[src/include/uocf_pkg.sv]
// Package for the USB OTG configuration and event-flag block
package uocf_pkg;
   // Register indices on the plain register port
   localparam logic [2:0] REG_CFG1   = 3'h0;
   localparam logic [2:0] REG_CFG2   = 3'h1;
   localparam logic [2:0] REG_OTG_IF = 3'h2;
   localparam logic [2:0] REG_OTG_IE = 3'h3;
   localparam logic [2:0] REG_DEV_IF = 3'h4;
   localparam logic [2:0] REG_ERR_IE = 3'h5;
   // Writable / implemented bit masks
   localparam logic [7:0] CFG1_MASK   = 8'hd3;
   localparam logic [7:0] CFG2_MASK   = 8'h11;
   localparam logic [7:0] OTG_MASK    = 8'hfd;
   localparam logic [7:0] DEV_MASK    = 8'hbf;
   localparam logic [7:0] ERR_IE_MASK = 8'hbf;
   localparam logic [7:0] REG_RESET   = 8'h00;
   // Config fields
   localparam int CFG1_EYE  = 7;
   localparam int CFG1_OEM  = 6;
   localparam int CFG1_SIDL = 4;
   localparam int CFG1_PPB  = 0;
   localparam int CFG2_PUVB = 4;
   localparam int CFG2_XDIS = 0;
   // OTG flag positions
   localparam int OTG_ID    = 7;
   localparam int OTG_MS    = 6;
   localparam int OTG_LST   = 5;
   localparam int OTG_ACT   = 4;
   localparam int OTG_SESV  = 3;
   localparam int OTG_BSE   = 2;
   localparam int OTG_AVV   = 0;
   // Device flag positions
   localparam int DEV_STALL = 7;
   localparam int DEV_RES   = 5;
   localparam int DEV_IDLE  = 4;
   localparam int DEV_TRN   = 3;
   localparam int DEV_SOF   = 2;
   localparam int DEV_ERR   = 1;
   localparam int DEV_RST   = 0;
   // Ping-pong modes
   localparam logic [1:0] PP_NONE = 2'h0;
   localparam logic [1:0] PP_EP0  = 2'h1;
   localparam logic [1:0] PP_ALL  = 2'h2;
   localparam logic [1:0] PP_EP1P = 2'h3;
   // Timing
   localparam int CLK_PS     = 8000;
   localparam int MS_PS      = 1000000000;
   localparam int RST_MIN_PS = 2500000;
   localparam int IDLE_MS    = 3;
   localparam int MS_CYC     = MS_PS / CLK_PS;
   localparam int STEADY_CYC = (RST_MIN_PS + CLK_PS - 1) / CLK_PS;
   localparam int IDLE_CYC   = IDLE_MS * MS_CYC;
   localparam int CNT_W      = 20;

   typedef struct packed {
      logic se0;
      logic j_state_live;
      logic dp;
      logic dm;
      logic id;
      logic a_sess_end;
      logic b_sess_end;
      logic a_vbus_vld;
   } uocf_line_t;

   typedef struct packed {
      logic [2:0]  addr;
      logic [15:0] wdata;
      logic        wr;
      logic        bitop;
      logic        rd;
   } uocf_bus_t;
endpackage

[src/verilog/uocf_top.sv]
// USB OTG configuration registers and OTG / device event flags
//
// The address-and-strobe port and the address map were chosen for this implementation.
`timescale 1ns/1ns
module uocf_top #(
   parameter int MS_CYCLES   = uocf_pkg::MS_CYC,
   parameter int IDLE_CYCLES = uocf_pkg::IDLE_CYC
) (
   input  wire logic                 i_ref_clk,
   input  wire logic                 i_sys_rst,
   input  wire uocf_pkg::uocf_bus_t  i_bus,
   output logic [15:0]               o_rdata,
   input  wire uocf_pkg::uocf_line_t i_line,
   input  wire logic                 i_xcvr_drive,
   input  wire logic                 i_chip_idle,
   input  wire logic                 i_stall_sent,
   input  wire logic                 i_token_done,
   input  wire logic                 i_sof_rx,
   input  wire logic                 i_sof_thresh,
   input  wire logic [7:0]           i_err_evt,
   output logic                      o_eye_test_en,
   output logic                      o_oe_n,
   output logic                      o_module_halt,
   output logic [15:0]               o_pp_ep_en,
   output logic                      o_vbus_pullup_en,
   output logic                      o_otg_irq,
   output logic                      o_fifo_advance
);
   localparam int CW = uocf_pkg::CNT_W;

   function automatic logic [CW-1:0] sat_inc(
      input logic [CW-1:0] c,
      input int            lim);
      logic [CW-1:0] r;
      r = c;
      if (c < CW'(lim)) begin
         r = c + 1'b1;
      end
      return r;
   endfunction

   function automatic logic [15:0] pp_decode(input logic [1:0] m);
      logic [15:0] r;
      r = 16'h0000;
      case (m)
         uocf_pkg::PP_NONE: r = 16'h0000;
         uocf_pkg::PP_EP0:  r = 16'h0001;
         uocf_pkg::PP_ALL:  r = 16'hffff;
         default:           r = 16'hfffe;
      endcase
      return r;
   endfunction

   // Pin synchroniser: a change counts once stages two and three agree
   // Three stages keep a metastable first stage away from the counters
   uocf_pkg::uocf_line_t s1_q;
   uocf_pkg::uocf_line_t s2_q;
   uocf_pkg::uocf_line_t s3_q;
   uocf_pkg::uocf_line_t ln_q;
   uocf_pkg::uocf_line_t ln_prev_q;
   logic                 ln_vld_q;

   always_ff @(posedge i_ref_clk) begin
      s1_q <= i_line;
      s2_q <= s1_q;
      s3_q <= s2_q;
   end

   always_ff @(posedge i_ref_clk) begin
      if (i_sys_rst) begin
         ln_q      <= '0;
         ln_prev_q <= '0;
         ln_vld_q  <= 1'b0;
      end else if (!ln_vld_q) begin
         // Seed both copies from the pins so leaving reset is no edge
         ln_q      <= s3_q;
         ln_prev_q <= s3_q;
         ln_vld_q  <= 1'b1;
      end else begin
         if (s2_q == s3_q) begin
            ln_q <= s3_q;
         end
         ln_prev_q <= ln_q;
      end
   end

   // Edges are ignored until the filtered copy has a real history
   uocf_pkg::uocf_line_t ln_chg;
   assign ln_chg = ln_vld_q ? (ln_q ^ ln_prev_q) : '0;

   // Registers
   logic [7:0] cfg1_q;
   logic [7:0] cfg2_q;
   logic [7:0] otg_if_q;
   logic [7:0] otg_ie_q;
   logic [7:0] dev_if_q;
   logic [7:0] err_ie_q;

   logic       wr_cfg1;
   logic       wr_cfg2;
   logic       wr_otg_if;
   logic       wr_otg_ie;
   logic       wr_dev_if;
   logic       wr_err_ie;

   // Unmapped indices match no branch, so such writes are dropped
   always_comb begin
      wr_cfg1   = 1'b0;
      wr_cfg2   = 1'b0;
      wr_otg_if = 1'b0;
      wr_otg_ie = 1'b0;
      wr_dev_if = 1'b0;
      wr_err_ie = 1'b0;
      if (!i_bus.wr) begin
         wr_cfg1 = 1'b0;
      end else if (i_bus.addr == uocf_pkg::REG_CFG1) begin
         wr_cfg1 = 1'b1;
      end else if (i_bus.addr == uocf_pkg::REG_CFG2) begin
         wr_cfg2 = 1'b1;
      end else if (i_bus.addr == uocf_pkg::REG_OTG_IF) begin
         wr_otg_if = 1'b1;
      end else if (i_bus.addr == uocf_pkg::REG_OTG_IE) begin
         wr_otg_ie = 1'b1;
      end else if (i_bus.addr == uocf_pkg::REG_DEV_IF) begin
         wr_dev_if = 1'b1;
      end else if (i_bus.addr == uocf_pkg::REG_ERR_IE) begin
         wr_err_ie = 1'b1;
      end
   end

   // A bit-wise write cannot name one flag, so it wipes every set flag
   logic [7:0] clr_val;
   assign clr_val = i_bus.bitop ? 8'hff : i_bus.wdata[7:0];

   // Reserved bits of the second config word are not writable
   always_ff @(posedge i_ref_clk) begin
      if (i_sys_rst) begin
         cfg1_q   <= uocf_pkg::REG_RESET;
         cfg2_q   <= uocf_pkg::REG_RESET;
         otg_ie_q <= uocf_pkg::REG_RESET;
         err_ie_q <= uocf_pkg::REG_RESET;
      end else begin
         if (wr_cfg1) begin
            cfg1_q <= i_bus.wdata[7:0] & uocf_pkg::CFG1_MASK;
         end
         if (wr_cfg2) begin
            cfg2_q <= i_bus.wdata[7:0] & uocf_pkg::CFG2_MASK;
         end
         if (wr_otg_ie) begin
            otg_ie_q <= i_bus.wdata[7:0] & uocf_pkg::OTG_MASK;
         end
         if (wr_err_ie) begin
            err_ie_q <= i_bus.wdata[7:0] & uocf_pkg::ERR_IE_MASK;
         end
      end
   end

   // Millisecond timer, free-running from reset; the first tick is not
   // aligned to any bus event
   logic [CW-1:0] ms_cnt_q;
   logic          ms_tick;
   assign ms_tick = (ms_cnt_q == CW'(MS_CYCLES - 1));

   always_ff @(posedge i_ref_clk) begin
      if (i_sys_rst || ms_tick) begin
         ms_cnt_q <= '0;
      end else begin
         ms_cnt_q <= ms_cnt_q + 1'b1;
      end
   end

   // Line state stability over 1 ms, compared with the last stable one
   logic [1:0]    lst_now;
   logic [1:0]    lst_run_q;
   logic [1:0]    lst_last_q;
   logic [CW-1:0] lst_cnt_q;
   logic          lst_evt;
   assign lst_now = {ln_q.se0, ln_q.j_state_live};
   assign lst_evt = (lst_cnt_q == CW'(MS_CYCLES - 1))
                    && (lst_run_q == lst_now)
                    && (lst_now != lst_last_q);

   always_ff @(posedge i_ref_clk) begin
      if (i_sys_rst) begin
         lst_run_q  <= 2'h0;
         lst_last_q <= 2'h0;
         lst_cnt_q  <= '0;
      end else if (lst_now != lst_run_q) begin
         lst_run_q <= lst_now;
         lst_cnt_q <= '0;
      end else begin
         lst_cnt_q <= sat_inc(lst_cnt_q, MS_CYCLES);
         if (lst_evt) begin
            lst_last_q <= lst_now;
         end
      end
   end

   // Bus reset (SE0), resume (K) and idle (J) duration detectors
   logic          k_state;
   logic          j_state;
   logic [CW-1:0] rst_cnt_q;
   logic [CW-1:0] k_cnt_q;
   logic [CW-1:0] idl_cnt_q;
   logic          rst_evt;
   logic          res_evt;
   logic          idl_evt;
   // Nothing counts until the filtered copy has been seeded from the pins
   assign k_state = ln_vld_q && !ln_q.se0 && !ln_q.j_state_live;
   assign j_state = ln_vld_q && !ln_q.se0 && ln_q.j_state_live;
   // Each fires once per episode; counters saturate one past the limit
   assign rst_evt = (rst_cnt_q == CW'(uocf_pkg::STEADY_CYC - 1))
                    && ln_q.se0;
   assign res_evt = (k_cnt_q == CW'(uocf_pkg::STEADY_CYC - 1))
                    && k_state;
   assign idl_evt = (idl_cnt_q == CW'(IDLE_CYCLES - 1))
                    && j_state;

   always_ff @(posedge i_ref_clk) begin
      if (i_sys_rst || !ln_q.se0) begin
         rst_cnt_q <= '0;
      end else begin
         rst_cnt_q <= sat_inc(rst_cnt_q, uocf_pkg::STEADY_CYC);
      end
   end

   always_ff @(posedge i_ref_clk) begin
      if (i_sys_rst || !k_state) begin
         k_cnt_q <= '0;
      end else begin
         k_cnt_q <= sat_inc(k_cnt_q, uocf_pkg::STEADY_CYC);
      end
   end

   always_ff @(posedge i_ref_clk) begin
      if (i_sys_rst || !j_state) begin
         idl_cnt_q <= '0;
      end else begin
         idl_cnt_q <= sat_inc(idl_cnt_q, IDLE_CYCLES);
      end
   end

   // OTG event sets
   // The ID pin is not bus activity; only data lines and comparators are
   logic [7:0] otg_set;
   always_comb begin
      otg_set = 8'h00;
      otg_set[uocf_pkg::OTG_ID]   = ln_chg.id;
      otg_set[uocf_pkg::OTG_MS]   = ms_tick;
      otg_set[uocf_pkg::OTG_LST]  = lst_evt;
      otg_set[uocf_pkg::OTG_ACT]  = ln_chg.dp || ln_chg.dm
                                    || ln_chg.a_sess_end
                                    || ln_chg.b_sess_end
                                    || ln_chg.a_vbus_vld;
      otg_set[uocf_pkg::OTG_SESV] = ln_chg.a_sess_end;
      otg_set[uocf_pkg::OTG_BSE]  = ln_chg.b_sess_end;
      otg_set[uocf_pkg::OTG_AVV]  = ln_chg.a_vbus_vld;
   end

   // Device event sets
   logic [7:0] dev_set;
   always_comb begin
      dev_set = 8'h00;
      dev_set[uocf_pkg::DEV_STALL] = i_stall_sent;
      dev_set[uocf_pkg::DEV_RES]   = res_evt;
      dev_set[uocf_pkg::DEV_IDLE]  = idl_evt;
      dev_set[uocf_pkg::DEV_TRN]   = i_token_done;
      dev_set[uocf_pkg::DEV_SOF]   = i_sof_rx || i_sof_thresh;
      dev_set[uocf_pkg::DEV_ERR]   = |(i_err_evt & err_ie_q);
      dev_set[uocf_pkg::DEV_RST]   = rst_evt;
   end

   logic [7:0] otg_clr;
   logic [7:0] dev_clr;
   assign otg_clr = wr_otg_if ? clr_val : 8'h00;
   assign dev_clr = wr_dev_if ? clr_val : 8'h00;

   // Set is applied after clear so a coincident event survives
   always_ff @(posedge i_ref_clk) begin
      if (i_sys_rst) begin
         otg_if_q <= uocf_pkg::REG_RESET;
         dev_if_q <= uocf_pkg::REG_RESET;
      end else begin
         otg_if_q <= ((otg_if_q & ~otg_clr) | otg_set)
                     & uocf_pkg::OTG_MASK;
         dev_if_q <= ((dev_if_q & ~dev_clr) | dev_set)
                     & uocf_pkg::DEV_MASK;
      end
   end

   // Status FIFO moves on only when a set token flag is really cleared
   always_ff @(posedge i_ref_clk) begin
      if (i_sys_rst) begin
         o_fifo_advance <= 1'b0;
      end else begin
         o_fifo_advance <= dev_if_q[uocf_pkg::DEV_TRN]
                           && dev_clr[uocf_pkg::DEV_TRN];
      end
   end

   // Read port: data stands only in the cycle after the strobe
   // Unmapped indices read zero, like unimplemented bits
   always_ff @(posedge i_ref_clk) begin
      if (i_sys_rst || !i_bus.rd) begin
         o_rdata <= 16'h0000;
      end else if (i_bus.addr == uocf_pkg::REG_CFG1) begin
         o_rdata <= {8'h00, cfg1_q};
      end else if (i_bus.addr == uocf_pkg::REG_CFG2) begin
         o_rdata <= {8'h00, cfg2_q};
      end else if (i_bus.addr == uocf_pkg::REG_OTG_IF) begin
         o_rdata <= {8'h00, otg_if_q};
      end else if (i_bus.addr == uocf_pkg::REG_OTG_IE) begin
         o_rdata <= {8'h00, otg_ie_q};
      end else if (i_bus.addr == uocf_pkg::REG_DEV_IF) begin
         o_rdata <= {8'h00, dev_if_q};
      end else if (i_bus.addr == uocf_pkg::REG_ERR_IE) begin
         o_rdata <= {8'h00, err_ie_q};
      end else begin
         o_rdata <= 16'h0000;
      end
   end

   // Configuration outputs
   // Registered, so each output follows its cause one cycle late
   logic oe_mon_act;
   assign oe_mon_act = cfg1_q[uocf_pkg::CFG1_OEM]
                       && cfg2_q[uocf_pkg::CFG2_XDIS];

   always_ff @(posedge i_ref_clk) begin
      if (i_sys_rst) begin
         o_eye_test_en    <= 1'b0;
         o_oe_n           <= 1'b1;
         o_module_halt    <= 1'b0;
         o_pp_ep_en       <= 16'h0000;
         o_vbus_pullup_en <= 1'b0;
         o_otg_irq        <= 1'b0;
      end else begin
         o_eye_test_en    <= cfg1_q[uocf_pkg::CFG1_EYE];
         o_oe_n           <= !(oe_mon_act && i_xcvr_drive);
         o_module_halt    <= cfg1_q[uocf_pkg::CFG1_SIDL]
                             && i_chip_idle;
         o_pp_ep_en       <= pp_decode(
                             cfg1_q[uocf_pkg::CFG1_PPB +: 2]);
         // Changing this while powered is left to software
         o_vbus_pullup_en <= cfg2_q[uocf_pkg::CFG2_PUVB];
         o_otg_irq        <= |(otg_if_q & otg_ie_q);
      end
   end
endmodule

[config.mk]
export PLATFORM = sky130hd
export DESIGN_NAME = uocf_top
export DESIGN_NICKNAME = d
export VERILOG_FILES = /design/src/include/uocf_pkg.sv /design/src/verilog/uocf_top.sv
export SDC_FILE = /design/constraint.sdc
export NUM_CORES = 1
export LEC_CHECK = 0
export BUFFER_PORTS_ARGS = -buffer_cell sky130_fd_sc_hd__clkbuf_2
export CORE_MARGIN = 2
export CORE_UTILIZATION = 29
export DETAILED_ROUTE_END_ITERATION = 6
export PLACE_DENSITY_LB_ADDON = 0.25
export SLEW_MARGIN = 5
export SYNTH_ARGS = -nofsm -noshare
export SYNTH_HDL_FRONTEND = slang
export SYNTH_SLANG_ARGS = --single-unit
[constraint.sdc]
create_clock -name i_ref_clk -period 5.8 [get_ports i_ref_clk]
set_clock_uncertainty 0.15 [all_clocks]
set_input_delay 1.16 -clock i_ref_clk [delete_from_list [all_inputs] [get_ports i_ref_clk]]
set_output_delay 1.16 -clock i_ref_clk [all_outputs]
set_load 0.005 [all_outputs]
==> impl_metrics.ini, run 1 <==
[critical_path]
crit_buf_inv = 3
path_class = input port to flop
crit_path_cell_trace = clkbuf_2 -> clkinv_1 -> nand2_1 -> inv_1 -> nand2_1 -> a21oi_1 -> a31o_2
max_stage_delay_ps = 600
slowest_stage = clkbuf_2
critical_path.top_delay_family = buffers and inverters
crit_path_end_kind = flop
critPathArrivalTime_ps = 3490
required_ps = 5970
worstSetupStartpointType = input port
worstReg2RegEnd = lst_cnt_q[14]
crit_top_cell = nand2_1
rr_startpoint = lst_cnt_q[19]
crit_fanout = 37
reg2reg_slack_ps = 3330
worst_r2r_path_depth = 5

[yosys]
synth-seq-area-share = 0.483
synthArstFlopShare = 0
synth_area_leaders = dfxtp_1 48%, mux2i_1 6.9%, nor2_1 5.8%, xnor2_1 3.4%, xor2_1 3.3%
syn_area_per_cell_sq_um = 9.42
yosysUniqueCellTypes = 70
netlist_instances = 853
synth_top_area_share = 0.483
ys_warn_count = 0
synth_commonest_cells = 194 x dfxtp_1, 125 x nor2_1, 55 x mux2i_1, 41 x nand2_1, 39 x nand3_1
synth-edff-count = 0
syn_area_sq_mm = 0.00803
synth_flop_cell = dfxtp_1
ys_ff_latch = 194
synth.most_common_cell = dfxtp_1
synth_top_area_cell = dfxtp_1

[global_routing]
antenna_found_initial = 0
grt_max_degree = 38
grt_pass1_vias = 5472
grt_usage = 0.123
grt_pass1_wl_um = 28200
overflow = 0

[clock_network]
cts_buffers = 17
cts_setup_buffers = 0
h-tree-depth = 4
clk_latency_ps = 430
cts_num_sinks = 194
cts_root_buf = clkbuf_16
clk_path_buf_depth = 2
cts-resized-gates = 0
hold_buffers = 0
cts_tree = built
clk_pin_slew_ps = 70

[min_path]
min_from = s1_q[7]
hp-class = flop to flop
hold_path_depth = 0
holdPathEnd = s2_q[7]

[sta]
setup_viol = 0
grt_setup_unrepaired = no
fin_crit_sh = 0.572
finalSetupTns_ps = 0
finalHoldViolCount = 0
finalCriticalPeriod_ps = 3320
fmax_mhz = 301
timing.final.ws_setup_ps = 2480
tightest_slew_ps = 823
drv_slew = 0
max-slew-margin-rel = 0.444

[floorplanning]
design.die.area_sq_mm = 0.0290
top_level_ports = 84
dieWidth_um = 170
initial_core_util = 0.296
die_y_um = 170
num_rows = 60
core_area_sq_mm = 0.0271

[finish]
multi_input_area_sq_mm = 0.00380
design_area_sq_mm = 0.00914
final_layout_size_suffix_gt1_frac = 0.119
num_antenna_cells = 0
nNetsFinal = 951
n_fill_cell = 2785
register_area_sq_mm = 0.00388
syn2layout_area_growth_pct = 13.7
fin_util = 0.337

[outcome]
status = finished clean

[route]
dr_total_vias = 5873
drtAntennaViolNets = 0
wl_per_cell_um = 13.4
first_pass_iters = 4
drc_errors = 0
drt_wl_total_um = 17200
drt_iter0_drc = 393
viasPerCell = 4.59

[place]
place_area_sq_mm = 0.00856
port_buffers = 66
pre_cts_slack_ps = 2010
dp_hpwl_um = 12100
gp_congestion = 0.756

[power]
peakVddDrop_mv = 0.130
p_leak_nw = 3.51
power.density_mw_per_mm2 = 293

[flow_run]
cap_violations = 0
worst max-delay path by stage:
stage	start	end	slack, ps	cells after the start
finish	i_sys_rst	rst_cnt_q[2]	2480	7
global placement	i_sys_rst	rst_cnt_q[2]	1930	7
CTS	i_sys_rst	rst_cnt_q[2]	2470	7
detailed placement	i_sys_rst	rst_cnt_q[2]	2010	7
floorplan	i_sys_rst	rst_cnt_q[2]	3310	7
global route	i_sys_rst	rst_cnt_q[2]	2260	7
cell usage in the layout, fill, tap and decap left out, types with 3 or more instances in the layout:
| master | instances |
|---|---|
| a2111oi_0 | 3 |
| a211oi_1 | 10 |
| a21oi_1 | 33 |
| a31oi_1 | 5 |
| and2_1 | 30 |
| and3_1 | 11 |
| bufinv_16 | 3 |
| clkbuf_1 | 4 |
| clkbuf_16 | 17 |
| clkbuf_2 | 66 |
| clkinv_2 | 3 |
| clkinvlp_4 | 3 |
| conb_1 | 8 |
| dfxtp_1 | 194 |
| ha_1 | 9 |
| inv_1 | 15 |
| mux2i_1 | 55 |
| nand2_1 | 41 |
| nand2b_1 | 6 |
| nand3_1 | 39 |
| nand3b_1 | 4 |
| nand4_1 | 15 |
| nor2_1 | 125 |
| nor2b_1 | 6 |
| nor3_1 | 16 |
| nor4_1 | 15 |
| o2111ai_1 | 4 |
| o211ai_1 | 6 |
| o21a_1 | 4 |
| o21ai_0 | 17 |
| o22a_1 | 3 |
| o31a_1 | 3 |
| o31ai_1 | 9 |
| or3_1 | 5 |
| or4_1 | 10 |
| xnor2_1 | 31 |
| xor2_1 | 30 |
logic make-up after synthesis:
kind of cell | after synthesis | synth area share
other | 1 | 0.000467
buffers and inverters | 67 | 0.0463
adders and majority gates | 9 | 0.0140
xor gates and xnor gates | 61 | 0.0665
muxes | 56 | 0.0713
and+or+nand+nor | 341 | 0.213
AOI/OAI and AO/OA | 124 | 0.105
DFF | 194 | 0.483
area by class of cell:
cell class	count	area share
multi-input combinational	599	0.416
clock buffer	21	0.0482
tap	372	0.0510
inverter	16	0.00657
clock inverter	10	0.0149
timing repair buffer	68	0.0378
sequential	194	0.425
per-layer routing:
metal | global-route usage | up-vias | part of all wire | routed length [um]
met3 | 0.0260 | 17 | 0.031 | 529
met1 | 0.169 | 2705 | 0.51 | 8780
met4 | 0.0446 | 0 | 0.014 | 245
li1 | - | 3072 | - | -
met5 | 0 | - | 0 | 0
met2 | 0.190 | 79 | 0.44 | 7630
through the flow:
stage | hold WS [ps] | power (mW) | std cells
floorplan | 160 | 1.50 | 860
global placement | 163 | 1.54 | 1249
detailed placement | 163 | 1.54 | 1249
CTS | 180 | 2.72 | 1280
global route | 186 | 2.80 | 1280
finish | 175 | 2.68 | 1280
state kept, by name, indices dropped and copies added (netlist names), 6 cells and up:
| name | cells |
|---|---|
| otg_if_q | 7 |
| dev_if_q | 7 |
| otg_ie_q | 7 |
| o_rdata | 8 |
| s1_q | 8 |
| ln_prev_q | 6 |
| k_cnt_q | 20 |
| ms_cnt_q | 20 |
| err_ie_q | 7 |
| rst_cnt_q | 20 |
| s2_q | 8 |
| ln_q | 8 |
| s3_q | 8 |
| idl_cnt_q | 20 |
| lst_cnt_q | 20 |
power breakdown:
| part | switching, mW | internal (mW) |
|---|---|---|
| clock | 0.497 | 0.674 |
| sequential | 0.0241 | 1.36 |
| combinational | 0.0715 | 0.0503 |
Note: power is estimated with default switching activity, not from simulation.
==> run 2: changes to the inputs <==
==> constraint.sdc (replaced) <==
create_clock -name i_ref_clk -period 2.8 [get_ports i_ref_clk]
set_clock_uncertainty 0.15 [all_clocks]
set_input_delay 0.56 -clock i_ref_clk [delete_from_list [all_inputs] [get_ports i_ref_clk]]
set_output_delay 0.56 -clock i_ref_clk [all_outputs]
set_load 0.005 [all_outputs]
==> impl_metrics.ini, run 2 (synthesis gave the netlist of run 1 again) <==
[clock_network]
h-tree-depth = 4
cts_setup_buffers = 0
cts_num_sinks = 194
hold_buffers = 0
cts_root_buf = clkbuf_16
cts_tree = built
clk_path_buf_depth = 2
clk_latency_ps = 440
cts_buffers = 17
clk_pin_slew_ps = 70
cts-resized-gates = 0

[critical_path]
rr_startpoint = lst_cnt_q[3]
required_ps = 3010
crit_fanout = 8
slowest_stage = nor4_1
crit_path_end_kind = flop
crit_buf_inv = 0
path_class = flop to flop
worst_r2r_path_depth = 5
startpoint = lst_cnt_q[3]
crit_path_cell_trace = nand4_1 -> nor4_1 -> nand3_1 -> nor4_1 -> mux2i_1
crit_top_cell = nor4_1
critical_path.top_delay_family = simple AND/OR/NAND/NOR gates
worstReg2RegEnd = lst_cnt_q[15]
max_stage_delay_ps = 570
worstSetupStartpointType = flop
reg2reg_slack_ps = 540
critPathArrivalTime_ps = 2470

[sta]
holdWs_ps = 70.1
finalCriticalPeriod_ps = 2260
setup_viol = 0
tightest_slew_ps = 826
finalHoldViolCount = 0
fmax_mhz = 442
drv_slew = 0
fin_crit_sh = 0.807
grt_setup_unrepaired = no
max-slew-margin-rel = 0.442
finalSetupTns_ps = 0

[place]
place_area_sq_mm = 0.00865
dp_hpwl_um = 12300
gp_congestion = 0.766
port_buffers = 66

[finish]
num_antenna_cells = 0
syn2layout_area_growth_pct = 14.7
final_common_cell = dfxtp_1
fin_util = 0.340
n_fill_cell = 2797
nNetsFinal = 963
design_area_sq_mm = 0.00922
mostFrequentLayoutCells = 194 x dfxtp_1, 125 x nor2_1, 66 x clkbuf_2, 55 x mux2i_1, 41 x nand2_1
final_layout_size_suffix_gt1_frac = 0.133

[route]
wl_per_cell_um = 13.4
dr_total_vias = 5975
drt_iter0_drc = 329
drc_errors = 0
drtAntennaViolNets = 0
viasPerCell = 4.62
drt_wl_total_um = 17300
first_pass_iters = 6

[power]
power.density_mw_per_mm2 = 599
peakVddDrop_mv = 0.393
p_leak_nw = 3.57

[global_routing]
antenna_found_initial = 0
overflow = 0
grt_usage = 0.123
grt_pass1_wl_um = 28300
grt_max_degree = 41
grt_pass1_vias = 5578

[flow_run]
cap_violations = 0

[floorplanning]
dieWidth_um = 170
initial_core_util = 0.296
design.die.area_sq_mm = 0.0290
num_rows = 60
core_area_sq_mm = 0.0271
die_y_um = 170
top_level_ports = 84

[min_path]
min_from = i_line[2]
hold_path_depth = 1
holdPathEnd = s1_q[2]
hp-class = input port to flop

[outcome]
status = finished clean
run 2: changes by cell type in the layout (fill, tap and decap cells not counted), sizes merged:
cell and change:
clkbuf -2, clkinv +2, buf +12, inv +2, bufinv -1, clkinvlp -1
run 2: metal layers:
layer	routed length, um	GRT usage	vias to the layer above
li1	-	-	3088
met1	8860	0.170	2787
met2	7700	0.188	83
met3	541	0.0277	17
met4	212	0.0412	0
met5	0	0	-
run 2: cell type report:
cell class | count | area [sq um] | share of cell area
tap | 372 | 465 | 0.0505
timing repair buffer | 80 | 435 | 0.0473
clock buffer | 19 | 433 | 0.0470
multi-input combinational | 599 | 3800 | 0.413
inverter | 16 | 60.1 | 0.00652
clock inverter | 12 | 134 | 0.0145
sequential | 194 | 3880 | 0.421
run 2: where the power goes:
part           switching, mW  total, mW  internal (mW)
logic                  0.154      0.265          0.111
registers             0.0466       2.87           2.82
clock network           1.07       2.38           1.32
total                   1.27       5.52           4.25
run 2: how the worst max path moves through the flow:
stage                         end  slack (ps)  cells after the start
floorplan            ms_cnt_q[11]         740                      8
CTS                 lst_cnt_q[15]         580                      5
detailed placement  lst_cnt_q[15]         620                      5
global placement    lst_cnt_q[15]         610                      5
finish              lst_cnt_q[15]         540                      5
global route        lst_cnt_q[15]         370                      5
run 2: stage by stage:
step                      power (mW)  setup slack [ps]  std cells
final                           5.52               539       1292
after global routing            5.74               374       1292
after CTS                       5.60               579       1292
after detailed placement        3.20               615       1261
after global placement          3.20               614       1261
after floorplan                 3.10               745        860
